--- config.mk ---
export PLATFORM = sky130hd
export DESIGN_NAME = ccr_top
export DESIGN_NICKNAME = d
export VERILOG_FILES = /design/src/common/ccr_pkg.sv /design/src/common/ccr_if.sv /design/src/design/ccr_top.sv /design/src/design/ccr_decode.sv
export VERILOG_INCLUDE_DIRS = /design/src /design/src/common
export SDC_FILE = /design/constraint.sdc
export NUM_CORES = 1
export LEC_CHECK = 0
export BUFFER_PORTS_ARGS = -buffer_cell sky130_fd_sc_hd__buf_2
export CORE_MARGIN = 2
export CORE_UTILIZATION = 30
export CTS_CLUSTER_SIZE = 25
export DETAILED_ROUTE_END_ITERATION = 6
export PLACE_DENSITY = 0.48
export SYNTH_ARGS = -nofsm -noshare
export SYNTH_HDL_FRONTEND = slang
export SYNTH_SLANG_ARGS = --single-unit
--- constraint.sdc ---
create_clock -name clk -period 3.6 [get_ports clk]
set_input_delay 0.54 -clock clk [delete_from_list [all_inputs] [get_ports clk]]
set_output_delay 0.54 -clock clk [all_outputs]
set_load 0.05 [all_outputs]
--- src/common/ccr_params.svh ---
`ifndef CCR_PARAMS_SVH
`define CCR_PARAMS_SVH

// ********************************************************************
// Register offsets
// ********************************************************************
`define CCR_ADDR_CTRL1 8'h01
`define CCR_ADDR_CUR 8'h02
`define CCR_ADDR_PRE 8'h03

// ********************************************************************
// Reset values and timer-restored bit masks
// ********************************************************************
`define CCR_RST_CTRL1 8'h1a
`define CCR_RST_CUR 8'ha2
`define CCR_RST_PRE 8'h22
`define CCR_WD_MASK_CTRL1 8'h70
`define CCR_WD_MASK_CUR 8'hbf
`define CCR_WD_MASK_PRE 8'hff

// ********************************************************************
// Field positions
// ********************************************************************
`define CCR_BIT_LIGHT_DIS 7
`define CCR_BIT_KICK 6
`define CCR_BIT_BOOST 5
`define CCR_BIT_CHG 4
`define CCR_SYSMIN_HI 3
`define CCR_SYSMIN_LO 1
`define CCR_BIT_LOWBAT 0
`define CCR_BIT_DETECT 7
`define CCR_BIT_FULLON 6
`define CCR_FAST_CHARGE_CURRENT_HI 5
`define CCR_PRE_HI 7
`define CCR_PRE_LO 4
`define CCR_TERM_HI 3

// ********************************************************************
// Analog figures in mA / mV, plus the pre-charge code clamp
// ********************************************************************
`define CCR_STEP_MA 12'h03c
`define CCR_PRE_CLAMP 4'hc
`define CCR_SWITCH_LIMIT_MA 12'h2bc
`define CCR_LOWBAT_FALL_MV 12'hb86
`define CCR_LOWBAT_FALL_ALT_MV 12'ha28
`define CCR_LOWBAT_RISE_MV 12'hc4e

`endif

--- src/common/ccr_pkg.sv ---
package ccr_pkg;

  // Register-side state of the top module
  typedef struct packed {
    logic [7:0] ctrl1;    // Control register one
    logic [7:0] cur;      // Charge current limit register
    logic [7:0] pre;      // Pre-charge and termination register
    logic [7:0] rd_data;  // Registered read answer
    logic rd_valid;       // Read answer strobe
  } ccr_top_state_type;

  // Decoded analog set points
  typedef struct packed {
    logic [11:0] min_sys_mv;
    logic [11:0] lowbat_fall_mv;
    logic [11:0] lowbat_rise_mv;
    logic [11:0] fast_ma;
    logic [11:0] pre_ma;
    logic [11:0] term_ma;
  } ccr_dec_state_type;

endpackage : ccr_pkg

--- src/common/ccr_if.sv ---
`timescale 1ns/100ps
interface ccr_if;
  // Raw register contents
  logic [7:0] ctrl1;
  logic [7:0] cur;
  logic [7:0] pre;
  // Decoded set points, registered in the decoder
  ccr_pkg::ccr_dec_state_type dec;

  modport regs (output ctrl1, output cur, output pre, input dec);
  modport decode (input ctrl1, input cur, input pre, output dec);
endinterface : ccr_if

--- src/design/ccr_top.sv ---
`timescale 1ns/100ps
`include "ccr_params.svh"
module ccr_top (
  // Clock and reset
  input wire logic clk,
  input wire logic rst_n,
  // Register port from the serial bus engine
  input wire logic [7:0] reg_addr,
  input wire logic reg_wr_en,
  input wire logic [7:0] reg_wr_data,
  input wire logic reg_rd_en,
  output logic [7:0] reg_rd_data,
  output logic reg_rd_valid,
  // Reset sources
  input wire logic register_reset,
  input wire logic host_timer_expired,
  // Host timer handshake
  output logic host_timer_restart,
  input wire logic host_timer_restarted,
  // Pins and analog status
  input wire logic charge_enable_pin_n,
  input wire logic [11:0] input_current_limit_ma,
  // Mode controls
  output logic light_load_mode_enable,
  output logic boost_mode_active,
  output logic charge_active,
  output logic source_detect_enable,
  output logic input_switch_high_res,
  // Set points
  output logic [11:0] min_system_voltage_mv,
  output logic [11:0] boost_low_battery_threshold_mv,
  output logic [11:0] boost_low_battery_rise_mv,
  output logic [11:0] fast_charge_current_ma,
  output logic [11:0] precharge_current_ma,
  output logic [11:0] termination_current_ma
);

  ccr_pkg::ccr_top_state_type state;       // All register state
  ccr_pkg::ccr_top_state_type next_state;  // Next register state
  ccr_if link ();                          // Path to the decoder

  // ******************************************************************
  // Register access helper
  // ******************************************************************
  // Restore the timer-restored bits of a register to default
  function automatic logic [7:0] ccr_wd_restore(input logic [7:0] value,
                                                input logic [7:0] dflt,
                                                input logic [7:0] mask);
    ccr_wd_restore = (value & ~mask) | (dflt & mask);
  endfunction : ccr_wd_restore

  // ******************************************************************
  // Next-state logic
  // ******************************************************************
  always_comb begin
    next_state = state;
    next_state.rd_valid = 1'b0;
    // Timer expiry restores most fields, keeps four
    if (host_timer_expired) begin
      next_state.ctrl1 = ccr_wd_restore(state.ctrl1, `CCR_RST_CTRL1, `CCR_WD_MASK_CTRL1);
      next_state.cur = ccr_wd_restore(state.cur, `CCR_RST_CUR, `CCR_WD_MASK_CUR);
      next_state.pre = ccr_wd_restore(state.pre, `CCR_RST_PRE, `CCR_WD_MASK_PRE);
    end
    // Timer restarted: kick bit returns to 0
    if (host_timer_restarted) begin
      next_state.ctrl1[`CCR_BIT_KICK] = 1'b0;
    end
    // Host write lands after the clears, so a set wins
    if (reg_wr_en) begin
      case (reg_addr)
        `CCR_ADDR_CTRL1: next_state.ctrl1 = reg_wr_data;
        `CCR_ADDR_CUR: next_state.cur = reg_wr_data;
        `CCR_ADDR_PRE: next_state.pre = reg_wr_data;
        default: ;  // Unmapped writes are dropped
      endcase
    end
    // Read answer one cycle later, unmapped reads zero
    if (reg_rd_en) begin
      next_state.rd_valid = 1'b1;
      case (reg_addr)
        `CCR_ADDR_CTRL1: next_state.rd_data = state.ctrl1;
        `CCR_ADDR_CUR: next_state.rd_data = state.cur;
        `CCR_ADDR_PRE: next_state.rd_data = state.pre;
        default: next_state.rd_data = 8'h00;
      endcase
    end
    // Register reset command restores everything
    if (register_reset) begin
      next_state.ctrl1 = `CCR_RST_CTRL1;
      next_state.cur = `CCR_RST_CUR;
      next_state.pre = `CCR_RST_PRE;
    end
  end

  // State register
  always_ff @(posedge clk or negedge rst_n) begin
    if (!rst_n) begin
      state <= '{`CCR_RST_CTRL1, `CCR_RST_CUR, `CCR_RST_PRE, 8'h00, 1'b0};
    end else begin
      state <= next_state;
    end
  end

  // ******************************************************************
  // Decoder
  // ******************************************************************
  assign link.ctrl1 = state.ctrl1;
  assign link.cur = state.cur;
  assign link.pre = state.pre;

  ccr_decode #(
    .LOWBAT_RISE_ALT_MV (12'haf0)
  ) u_decode (
    .clk (clk),
    .rst_n (rst_n),
    .bus (link.decode)
  );

  // ******************************************************************
  // Outputs
  // ******************************************************************
  assign reg_rd_data = state.rd_data;
  assign reg_rd_valid = state.rd_valid;
  assign host_timer_restart = state.ctrl1[`CCR_BIT_KICK];
  assign light_load_mode_enable = ~state.ctrl1[`CCR_BIT_LIGHT_DIS];
  assign boost_mode_active = state.ctrl1[`CCR_BIT_BOOST];
  // Boost wins; code zero also blocks charging
  assign charge_active = state.ctrl1[`CCR_BIT_CHG] & ~charge_enable_pin_n
                         & ~state.ctrl1[`CCR_BIT_BOOST]
                         & (state.cur[`CCR_FAST_CHARGE_CURRENT_HI:0] != 6'h00);
  assign source_detect_enable = state.cur[`CCR_BIT_DETECT];
  assign input_switch_high_res = ~state.cur[`CCR_BIT_FULLON]
                                 & (input_current_limit_ma < `CCR_SWITCH_LIMIT_MA);
  assign min_system_voltage_mv = link.dec.min_sys_mv;
  assign boost_low_battery_threshold_mv = link.dec.lowbat_fall_mv;
  assign boost_low_battery_rise_mv = link.dec.lowbat_rise_mv;
  assign fast_charge_current_ma = link.dec.fast_ma;
  assign precharge_current_ma = link.dec.pre_ma;
  assign termination_current_ma = link.dec.term_ma;
endmodule : ccr_top

--- src/design/ccr_decode.sv ---
`timescale 1ns/100ps
`include "ccr_params.svh"
module ccr_decode #(
  parameter logic [11:0] LOWBAT_RISE_ALT_MV = 12'haf0  // Rising level with 2.6V select
) (
  // Clock and reset
  input wire logic clk,
  input wire logic rst_n,
  // Register contents in, set points out
  ccr_if.decode bus
);

  // ******************************************************************
  // Decode helpers
  // ******************************************************************
  // Offset-plus-step current used by both pre-charge and termination
  function automatic logic [11:0] ccr_step_plus(input logic [3:0] code);
    ccr_step_plus = 12'(`CCR_STEP_MA * ({8'h00, code} + 12'h001));
  endfunction : ccr_step_plus

  // Minimum system voltage table
  function automatic logic [11:0] ccr_sys_mv(input logic [2:0] code);
    case (code)
      3'h0: ccr_sys_mv = 12'ha28;
      3'h1: ccr_sys_mv = 12'haf0;
      3'h2: ccr_sys_mv = 12'hbb8;
      3'h3: ccr_sys_mv = 12'hc80;
      3'h4: ccr_sys_mv = 12'hd48;
      3'h5: ccr_sys_mv = 12'hdac;
      3'h6: ccr_sys_mv = 12'he10;
      default: ccr_sys_mv = 12'he74;
    endcase
  endfunction : ccr_sys_mv

  ccr_pkg::ccr_dec_state_type state;       // Registered set points
  ccr_pkg::ccr_dec_state_type next_state;  // Next set points
  logic [3:0] pre_code;                    // Clamped pre-charge code

  // ******************************************************************
  // Next-state decode
  // ******************************************************************
  always_comb begin
    next_state = state;
    next_state.min_sys_mv = ccr_sys_mv(bus.ctrl1[`CCR_SYSMIN_HI:`CCR_SYSMIN_LO]);
    // Falling threshold from select bit
    if (bus.ctrl1[`CCR_BIT_LOWBAT]) begin
      next_state.lowbat_fall_mv = `CCR_LOWBAT_FALL_ALT_MV;
      next_state.lowbat_rise_mv = LOWBAT_RISE_ALT_MV;
    end else begin
      next_state.lowbat_fall_mv = `CCR_LOWBAT_FALL_MV;
      next_state.lowbat_rise_mv = `CCR_LOWBAT_RISE_MV;
    end
    next_state.fast_ma = 12'(`CCR_STEP_MA * {6'h00, bus.cur[`CCR_FAST_CHARGE_CURRENT_HI:0]});
    // Codes past twelve behave as twelve
    pre_code = bus.pre[`CCR_PRE_HI:`CCR_PRE_LO];
    if (pre_code > `CCR_PRE_CLAMP) begin
      pre_code = `CCR_PRE_CLAMP;
    end
    next_state.pre_ma = ccr_step_plus(pre_code);
    next_state.term_ma = ccr_step_plus(bus.pre[`CCR_TERM_HI:0]);
  end

  // State register, reset matches default register contents
  always_ff @(posedge clk or negedge rst_n) begin
    if (!rst_n) begin
      state <= '{12'hdac, 12'hb86, 12'hc4e, 12'h7f8, 12'h0b4, 12'h0b4};
    end else begin
      state <= next_state;
    end
  end

  assign bus.dec = state;
endmodule : ccr_decode

== Word level (Yosys, flattened, before mapping) ==
Index checks and enable logic that the tools add are counted.
Cells by class
  bitwise operators: 8
  $add $sub $neg: 2
  magnitude comparators: 2
  mux-type cells: 12
  equality and inequality tests: 9
  reductions and logical operators: 2
  $mul: 3
Operator list (count)
  one-hot mux 11 bit (7 select lines): 1
  2-to-1 mux 24 bit: 2
  multiplier 4 x 12 -> 10 bit, first input constant: 2
  2-to-1 mux 8 bit: 3
  one-hot mux 8 bit (3 select lines): 1
  2-to-1 mux 23 bit: 1
  2-to-1 mux 21 bit: 1
  equality test 8 x 2 -> 1 bit, second input constant: 2
  less-than comparator 12 x 10 -> 1 bit, second input constant: 1
  adder 4 x 1 -> 5 bit, second input constant: 2
  multiplier 4 x 6 -> 10 bit, first input constant: 1
  equality test 3 bit, second input constant: 3
  equality test 8 x 1 -> 1 bit, second input constant: 1
  equality test 3 x 2 -> 1 bit, second input constant: 2
  nonzero test 6 bit: 1
  AND 1 bit: 4
  greater-than comparator 4 bit, second input constant: 1
  2-to-1 mux 4 bit: 1
  inverter 1 bit: 4
  equality test 3 x 1 -> 1 bit, second input constant: 1
  zero test 3 bit: 1
  2-to-1 mux 1 bit: 2
Storage, ports and cells
  output and inout port bits: 87
  input port bits: 36
  logic and storage cells: 49
  bits in registers: 99

== Logic depth before layout (Yosys ltp) ==
Gate-level depths: netlist of run 1.
  depth in word-level cells: 5
  mapped depth: 15

== Modules after synthesis ==
A second synthesis of run 1 with hierarchy kept.
Unflattened totals
  cells, all modules: 394
  area, all modules: 4379.2 µm²
Modules (own cells, without submodules)
  ccr_decode: times used 1, cells each 243, area an instance 2721.4 µm², seq. area each 1004.7 µm²
  ccr_top: times used 1, cells each 151, area an instance 1657.8 µm², seq. area each 835.8 µm²

== Worst setup path before layout of run 1 ==
OpenSTA, ideal clock, no wires.
  path type: input to output
  start: input input_current_limit_ma[3]
  end: output input_switch_high_res
  data required time: 3.060 ns
  slack: -0.338 ns
  data arrival time: 3.398 ns
  cell stages on the path: 3
  cells stage by stage: a41o_1 > a21o_1 > a2111oi_0
On the way
  cells in the longest elaborated chain, start to end: 2
RTL lines
  from (decl): RTL line ccr_top.sv:22  | input wire logic [11:0] input_current_limit_ma,
  less-than comparator 12 x 10 -> 1 bit (no source line)
  AND 1 bit: RTL line ccr_top.sv:132  | assign input_switch_high_res = ~state.cur[`CCR_BIT_FULLON]
  to (decl): RTL line ccr_top.sv:28  | output logic input_switch_high_res,
No other way between the ends.

==> results of run 1 <==
==> cells by family (layout without fill, tap and decap cells) <==
logic type,count (synthesis),in the layout
simple gates,94,94
buf+inv,88,160
compound gates,80,80
flops,74,74
fa+ha+maj,59,59
xor+xnor,19,19
mux,9,9
other cells,2,19
==> placed cells by master (no fill, tap or decap), types with 2 or more instances in the layout <==
| cell | synthesis | layout |
|---|---|---|
| dfstp_2 | 31 | 31 |
| xor2_1 | 5 | 5 |
| clkbuf_16 | 0 | 9 |
| o21ai_0 | 23 | 23 |
| inv_1 | 40 | 40 |
| clkinv_2 | 0 | 2 |
| nand3_1 | 18 | 18 |
| dfrtp_1 | 43 | 43 |
| bufinv_16 | 0 | 2 |
| and3_1 | 2 | 2 |
| mux2_2 | 5 | 5 |
| inv_6 | 0 | 2 |
| nor3_1 | 11 | 11 |
| a21oi_1 | 25 | 25 |
| mux2i_1 | 4 | 4 |
| a22o_1 | 8 | 8 |
| o21a_1 | 3 | 3 |
| fa_1 | 16 | 16 |
| buf_2 | 1 | 100 |
| ha_1 | 43 | 43 |
| nand3b_1 | 2 | 2 |
| nor2_1 | 18 | 18 |
| a21o_1 | 8 | 8 |
| nand2_1 | 20 | 20 |
| conb_1 | 2 | 19 |
| buf_4 | 31 | 4 |
| or3_1 | 4 | 4 |
| nor2b_1 | 5 | 5 |
| xnor2_1 | 14 | 14 |
| nand2b_1 | 8 | 8 |
| o21bai_1 | 6 | 6 |
==> per-layer routing <==
metal,vias up,share of wire (%),global-route usage [%]
li1,1545,-,-
met1,1491,44,17.23
met2,83,48,20.51
met3,14,5.9,3.696
met4,0,2.0,5.818
met5,-,0,0
==> area by class of cell <==
class / instances / share of cell area, %
Inverter: 40 / 2.837
Tap cell: 184 / 4.350
Clock inverter: 6 / 1.655
Multi-Input combinational cell: 280 / 41.09
Sequential cell: 74 / 35.72
Timing Repair Buffer: 104 / 10.02
Clock buffer: 10 / 4.326
==> stage by stage <==
step / util [%] / hold slack (ns) / worst slack [ns] / power, mW / area [sq um]
after floorplan: - / 0.2444 / 0.3214 / 0.9571 / 4521
after global placement: 34.24 / 0.3879 / 0.2677 / 0.9935 / 4976
after detailed placement: 34.24 / 0.3873 / 0.2285 / 0.9951 / 4976
after CTS: 36.42 / 0.3714 / 0.2098 / 1.994 / 5293
after global routing: 36.42 / 0.4255 / 0.02070 / 2.041 / 5293
final: 36.42 / 0.3394 / 0.2387 / 1.959 / 5293
==> registers in the layout (all words and copies together), names as in the netlist <==
signal            flops
u_decode.bus.dec     41
link.ctrl1            8
link.cur              8
link.pre              8
reg_rd_data           8
reg_rd_valid          1
==> critical path, stage by stage (launching register included) <==
cell,delay (ns)
dfstp_2,0.59
nand3_1,0.10
xnor2_1,0.20
inv_1,0.18
fa_1,0.53
fa_1,0.51
inv_1,0.04
ha_1,0.32
a21o_1,0.17
a21oi_1,0.22
o21bai_1,0.09
a21oi_1,0.18
xnor2_1,0.14
==> power by group <==
group	switching, mW	internal [mW]
Combinational	0.111	0.0296
Sequential	0.00118	0.837
Clock	0.370	0.610
Total	0.482	1.48
==> how the worst max path moves through the flow <==
stage,end,slack [ns],cells past startpoint
CTS,u_decode.bus.dec[10],0.21,12
floorplan,input_switch_high_res,0.32,3
detailed placement,u_decode.bus.dec[10],0.23,12
global route,u_decode.bus.dec[10],0.02,12
finish,u_decode.bus.dec[10],0.24,12
global placement,u_decode.bus.dec[10],0.27,12
==> results.tsv, run 1 <==
metric	value	unit
peakVddDrop	230.4	uV
cap_violations	0	
outcome	completed	
end_kind	flip-flop	
vias	3133	
first_iter_violations	169	
synthMuxAreaShare	2.162	%
tns	0	ns
synth_common_cells	dfrtp_1, ha_1, inv_1	
grt_pass1_vias	3153	
leakage	2.650	nW
die_h	125.9	um
synth_xor_area_share	3.735	%
post-dp-hpwl	7198	um
cp_max_fo	7	
synth-edff-count	0	
wl_per_cell	13.90	um
rsz0062_at_grt	no	
ys_types	42	
io_buffers	101	
cts_buffers	9	
synth_area_leaders	dfrtp_1, dfstp_2, ha_1	
grt_pass1_wl	16240	um
n_antenna_cell	0	
synth_top_area_share	24.15	%
final_antenna_net_count	0	
seq_area_frac_synth	42.43	%
firstDrtPassIters	4	
startpoint_type	flip-flop	
synth_top_flop_cell	dfrtp_1	
crit_type	reg -> reg	
clock-sinks	74	
initial_utilization	30.66	%
hold_buffers	0	
pin_count	123	
core_area	0.01453	sq mm
final_nets	604	
cts_tree	yes	
cp-startpoint	link.pre[1]	
postSynthCellCount	425	
cts-root-buf	clkbuf_16	
hold_violations	0	
route.detailed.drc	0	
via_per_inst	4.489	
syn_to_final_growth	18.79	%
r2r_end	u_decode.bus.dec[10]	
cts.repair.resized	0	
gr-total-overflow	0	
dieArea	0.01584	sq mm
powerDensity	370.1	mW/mm^2
fin_skew	0.006040	ns
hold_path_class	in -> async	
grt_max_degree	75	
rr_worst_depth	12	
syn_area	0.004456	sq mm
std_cell_rows	44	
dieWidth	125.9	um
gp_congestion	0.7981	
synthAdderAreaFrac	19.26	%
clkLatencyLatePin	0.34	ns
async_reset_ff_share	100.0	%
antenna_found_initial	0	
drive_above_1_share	31.13	%
fin_cells	698	
fmax	297.5	MHz
synth-seq-cells	74	
avgSynthCellArea	10.48	sq um
post-cts-setup-buffers	0	
yosys_warnings	0	
r2r-start	link.pre[1]	
clockBufferDepth	2	
synth_top_family_by_area	adder cells	
synth-simple-area-share	10.90	%
multi_input_area	0.002175	sq mm
synth_area_leader_cell	dfrtp_1	
period_share	93.37	%
period_needed	3.361	ns
seq_area	0.001891	sq mm
max_slew_margin	37.52	%
setup_viol	0	
finalMaxSlewViolations	0	
synth_compound_area_share	11.12	%
grtUsageTotal	13.18	%
worstMarginPinSlew	0.9372	ns
cts_htree_levels	3	
rrSetupSlack	0.24	ns
finalWirelength	9702	um
path_clk_slew	0.06	ns
dp.cells	682	
crit_required	3.86	ns
fillers	1482	
crit_arrival	3.62	ns
Power figures use the tool's default switching activity.
==> run 2, diff against run 1 <==
RECOVER_POWER = 50   (was not set)
==> results.tsv, run 2 (synthesized netlist as in run 1, its figures left out) <==
metric	value	unit
outcome	complete, but fails checks	
violations	max-capacitance violations, max-slew violations	
seqPwrFrac	42.8	%
power	1.958	mW
cts-root-buf	clkbuf_16	
vias	3124	
core_area	0.01453	sq mm
first_iter_violations	168	
grt_pass1_wl	16240	um
grtUsageTotal	13.18	%
final_antenna_net_count	0	
cp_cell_sequence	nand3_1 -> xnor2_1 -> inv_1 -> fa_1 -> fa_1 -> inv_1 -> ha_1 -> a21o_1 -> a21oi_1 -> o21bai_1 -> a21oi_1 -> xnor2_1	
antenna_found_initial	0	
clkLatencyLatePin	0.34	ns
post-dp-hpwl	7198	um
cap_violations	1	
holdPathStages	0	
rsz0062_at_grt	no	
die_h	125.9	um
crit_required	3.86	ns
rr_worst_depth	12	
cts.repair.resized	0	
startpoint_type	flip-flop	
grt_pass1_vias	3153	
crit_type	reg -> reg	
pin_count	123	
grt_max_degree	75	
netSwitchingFraction	24.63	%
place_ws	0.2285	ns
comb_power_share	7.2	%
clock-sinks	74	
fin_util	36.28	%
hold_buffers	0	
wl_per_cell	13.92	um
end_kind	flip-flop	
finalMaxSlewViolations	75	
largest_register_ffs	41	
std_cell_rows	44	
leakage	2.596	nW
dieWidth	125.9	um
intPower	1.476	mW
syn_to_final_growth	18.34	%
gp_congestion	0.7981	
critPathTopFamily	adder cells	
post-cts-setup-buffers	0	
io_buffers	101	
initial_utilization	30.66	%
drive_above_1_share	28.40	%
via_per_inst	4.476	
cts_buffers	9	
crit_arrival	3.62	ns
route.detailed.drc	0	
worst_slack	0.2382	ns
fmax	297.5	MHz
worstMarginPinSlew	1.836	ns
p_sw	482.2	uW
dp.cells	682	
firstDrtPassIters	4	
cp_max_fo	7	
path_clk_slew	0.06	ns
max_slew_margin	-22.40	%
critPathBufInv	2	
tns	0	ns
period_share	93.38	%
gr-total-overflow	0	
clockBufferDepth	2	
hold_path_class	reg -> reg	
period_needed	3.362	ns
final_cell_mix	buf_2, ha_1, dfrtp_1	
cts_htree_levels	3	
cp_slowest_cell	dfstp_2	
r2r-start	link.pre[1]	
n_antenna_cell	0	
powerDensity	371.3	mW/mm^2
hold_violations	0	
dieArea	0.01584	sq mm
r2r_end	u_decode.bus.dec[10]	
fin_cells	698	
rrSetupSlack	0.24	ns
finalWirelength	9719	um
pwr-share-clk	50.0	%
final_common_cell	buf_2	
cts_tree	yes	
fin_skew	0.006083	ns
peakVddDrop	230.4	uV
final_nets	604	
max_stage_delay	0.59	ns
min_to	u_decode.bus.dec[53]	
setup_viol	0	
hold_path.startpoint	link.ctrl1[0]	
-- run 2: metrics by stage --
step                      area, sq um  hold WS, ns
after floorplan                  4521       0.2444
after global placement           4976       0.3879
after detailed placement         4976       0.3873
after CTS                        5293       0.3714
after global routing             5273       0.4255
final                            5273       0.4004
-- run 2: how the worst max path moves through the flow --
| stage | startpoint | end | slack (ns) | cells after the start |
|---|---|---|---|---|
| floorplan | input_current_limit_ma[3] | input_switch_high_res | 0.32 | 3 |
| global placement | link.pre[1] | u_decode.bus.dec[10] | 0.27 | 12 |
| detailed placement | link.pre[1] | u_decode.bus.dec[10] | 0.23 | 12 |
| CTS | link.pre[1] | u_decode.bus.dec[10] | 0.21 | 12 |
| global route | link.pre[1] | u_decode.bus.dec[10] | 0.02 | 12 |
| finish | link.pre[1] | u_decode.bus.dec[10] | 0.24 | 12 |
-- run 2: cell type report --
| cell class | instances | area [sq um] |
|---|---|---|
| Fill cell | 1491 | 9261 |
| Inverter | 40 | 150.1 |
| Sequential cell | 74 | 1891 |
| Clock buffer | 10 | 229.0 |
| Multi-Input combinational cell | 280 | 2175 |
| Clock inverter | 6 | 87.58 |
| Tap cell | 184 | 230.2 |
| Timing Repair Buffer | 104 | 510.5 |
-- run 2: worst register-to-register path, delay by kind of cell, from the launching register on --
kind	cells	cell delay [ns]
DFF	1	0.59
buffers and inverters	2	0.22
and+or+nand+nor	1	0.11
AOI/OAI and AO/OA	4	0.66
adders and majority gates	3	1.36
xor gates and xnor gates	2	0.34
-- run 2: metal layers --
layer | share of wire (%) | global-route usage (%)
met1 | 44 | 17.23
met2 | 48 | 20.51
met3 | 6.0 | 3.696
met4 | 2.0 | 5.818
met5 | 0 | 0
-- run 2: power by group through the flow --
stage | logic (mW) | clock network [mW] | registers (mW)
floorplan | 0.0953 | 0 | 0.862
global placement | 0.141 | 0 | 0.852
detailed placement | 0.143 | 0 | 0.852
CTS | 0.143 | 1.01 | 0.838
global route | 0.153 | 1.05 | 0.838
finish | 0.140 | 0.979 | 0.838
==> run 3, diff against run 2 <==
SYNTH_HIERARCHICAL = 1   (was not set)
==> results.tsv, run 3 <==
metric	value	unit
first_iter_violations	107	
grtUsageMet2	21.12	%
drive_above_1_share	31.38	%
synth_common_cells	dfrtp_1, ha_1, inv_1	
async_reset_ff_share	100.0	%
hold_path_class	in -> async	
tns	0	ns
whs	0.1705	ns
synth.most_common_cell	dfrtp_1	
synthAdderAreaFrac	18.00	%
power	1.929	mW
seq_area_frac_synth	42.03	%
hold_violations	0	
synth-simple-area-share	9.114	%
synth_top_area_share	23.43	%
leakage	2.751	nW
syn_area	0.004379	sq mm
cts_buffers	9	
grtUsageTotal	12.55	%
initial_utilization	30.36	%
crit_arrival	3.60	ns
startpoint_type	flip-flop	
via_per_inst	4.388	
syn_to_final_growth	20.09	%
crit_type	reg -> reg	
die_h	124.8	um
cp_cell_sequence	ha_1 -> xor2_1 -> inv_1 -> fa_1 -> inv_1 -> fa_1 -> ha_1 -> a21o_1 -> a21oi_1 -> o21bai_1 -> a21oi_1 -> xnor2_1	
grt-busiest-layer	met2	
worstMarginPinSlew	1.979	ns
n_antenna_cell	0	
path_clk_slew	0.06	ns
hold_buffers	0	
cts-root-buf	clkbuf_16	
period_needed	3.342	ns
cts_tree	yes	
route.detailed.drc	0	
cts_htree_levels	3	
gr-total-overflow	0	
clkLatencyLatePin	0.34	ns
synth_area_leader_cell	dfrtp_1	
ys_types	42	
grt_max_degree	38	
final_common_cell	buf_2	
grt_use_met3	2.277	%
postSynthCellCount	394	
synth_compound_area_share	8.914	%
cp_max_fo	6	
dp.cells	659	
synthMuxAreaShare	8.000	%
post-dp-hpwl	7142	um
powerDensity	366.7	mW/mm^2
dpl_cell_area	0.004940	sq mm
io_buffers	99	
gp_congestion	0.7754	
period_share	92.82	%
dieArea	0.01558	sq mm
met1_usage	15.78	%
final_cell_mix	buf_2, dfrtp_1, ha_1	
synth_area_leaders	dfrtp_1, dfstp_2, ha_1	
vias	2975	
final_antenna_net_count	0	
cp_slowest_cell	dfstp_2	
clock-sinks	72	
antenna_found_initial	0	
fin_cells	678	
avgSynthCellArea	11.11	sq um
std_cell_rows	44	
fin_skew	0.006126	ns
rsz0062_at_grt	no	
fmax	299.3	MHz
dieWidth	124.8	um
cap_violations	1	
clockBufferDepth	2	
firstDrtPassIters	4	
finalMaxSlewViolations	38	
wl_per_cell	13.82	um
crit_required	3.86	ns
max_stage_delay	0.59	ns
core_area	0.01442	sq mm
synth-edff-count	0	
end_kind	flip-flop	
stdcell_area	0.005259	sq mm
peakVddDrop	207.4	uV
final_nets	579	
synth_top_family_by_area	adder cells	
largest_register_ffs	39	
max_slew_margin	-31.91	%
pin_count	123	
yosys_warnings	6	
synth_top_flop_cell	dfrtp_1	
violations	max-capacitance violations, max-slew violations	
synth-seq-cells	72	
grt_pass1_wl	15440	um
setup_viol	0	
outcome	complete, but fails checks	
grt_pass1_vias	3020	
finalWirelength	9372	um
synth_xor_area_share	3.800	%
==> run 3: final timing paths <==
| path | from | endpoint | slack, ns | depth (start not counted) |
|---|---|---|---|---|
| setup / recovery | link.pre[1] | u_decode/bus.dec[10] | 0.26 | 12 |
| hold / removal | rst_n | u_decode/bus.dec[66] | 0.17 | 1 |
| setup reg to reg | link.pre[1] | u_decode/bus.dec[10] | 0.26 | 12 |
| hold reg to reg | link.ctrl1[0] | u_decode/bus.dec[53] | 0.47 | 0 |
| max in group asynchronous | rst_n | u_decode/bus.dec[21] | 1.18 | 2 |
| min in group clk | reg_wr_data[3] | link.ctrl1[3] | 0.46 | 3 |
==> run 3: metal layers <==
| layer | wire length [um] | share of wire [%] |
|---|---|---|
| met1 | 4156 | 44 |
| met2 | 4617 | 49 |
| met3 | 451 | 4.8 |
| met4 | 147 | 1.6 |
| met5 | 0 | 0 |
==> run 3: cell families after synthesis <==
| logic type | count (synthesis) |
|---|---|
| other | 2 |
| flip-flops | 72 |
| AND/OR/NAND/NOR | 73 |
| buffers and inverters | 82 |
| AO/OA/AOI/OAI | 58 |
| XOR/XNOR | 19 |
| multiplexers | 34 |
| adder cells (fa/ha/maj) | 54 |
==> run 3: critical path: cells and delay by family (launching register included) <==
kind                       cells  cell delay (ns)
buffers and inverters          2             0.17
xor gates and xnor gates       2             0.32
adders and majority gates      4             1.51
AOI/OAI and AO/OA              4             0.67
DFF                            1             0.59
==> run 3: what timing repair did <==
item | in CTS | in global routing
buffers inserted | 0 | 3
resized for setup | 0 | 3
endpoints found under the setup margin | 0 | 1
==> run 3: layout make-up <==
type                       instances  area, sq um
tap                              184        230.2
timing repair buffer             110        545.5
sequential                        72         1841
clock buffer                       9        225.2
inverter                          37        138.9
fill                            1484         9165
multi-input combinational        259         2183
clock inverter                     7        95.09
==> run 3: per-stage QoR <==
| step | setup WS (ns) | util (%) |
|---|---|---|
| after global routing | 0.04562 | 36.46 |
| final | 0.2585 | 36.46 |
| after global placement | 0.2149 | 34.25 |
| after floorplan | 0.2707 | - |
| after detailed placement | 0.04430 | 34.25 |
| after CTS | 0.02537 | 36.47 |
==> run 3: where the power goes <==
part	switching [mW]	internal [mW]	leakage, nW
clock	0.362	0.608	0.156
combinational	0.112	0.0312	1.70
sequential	0.00121	0.815	0.894
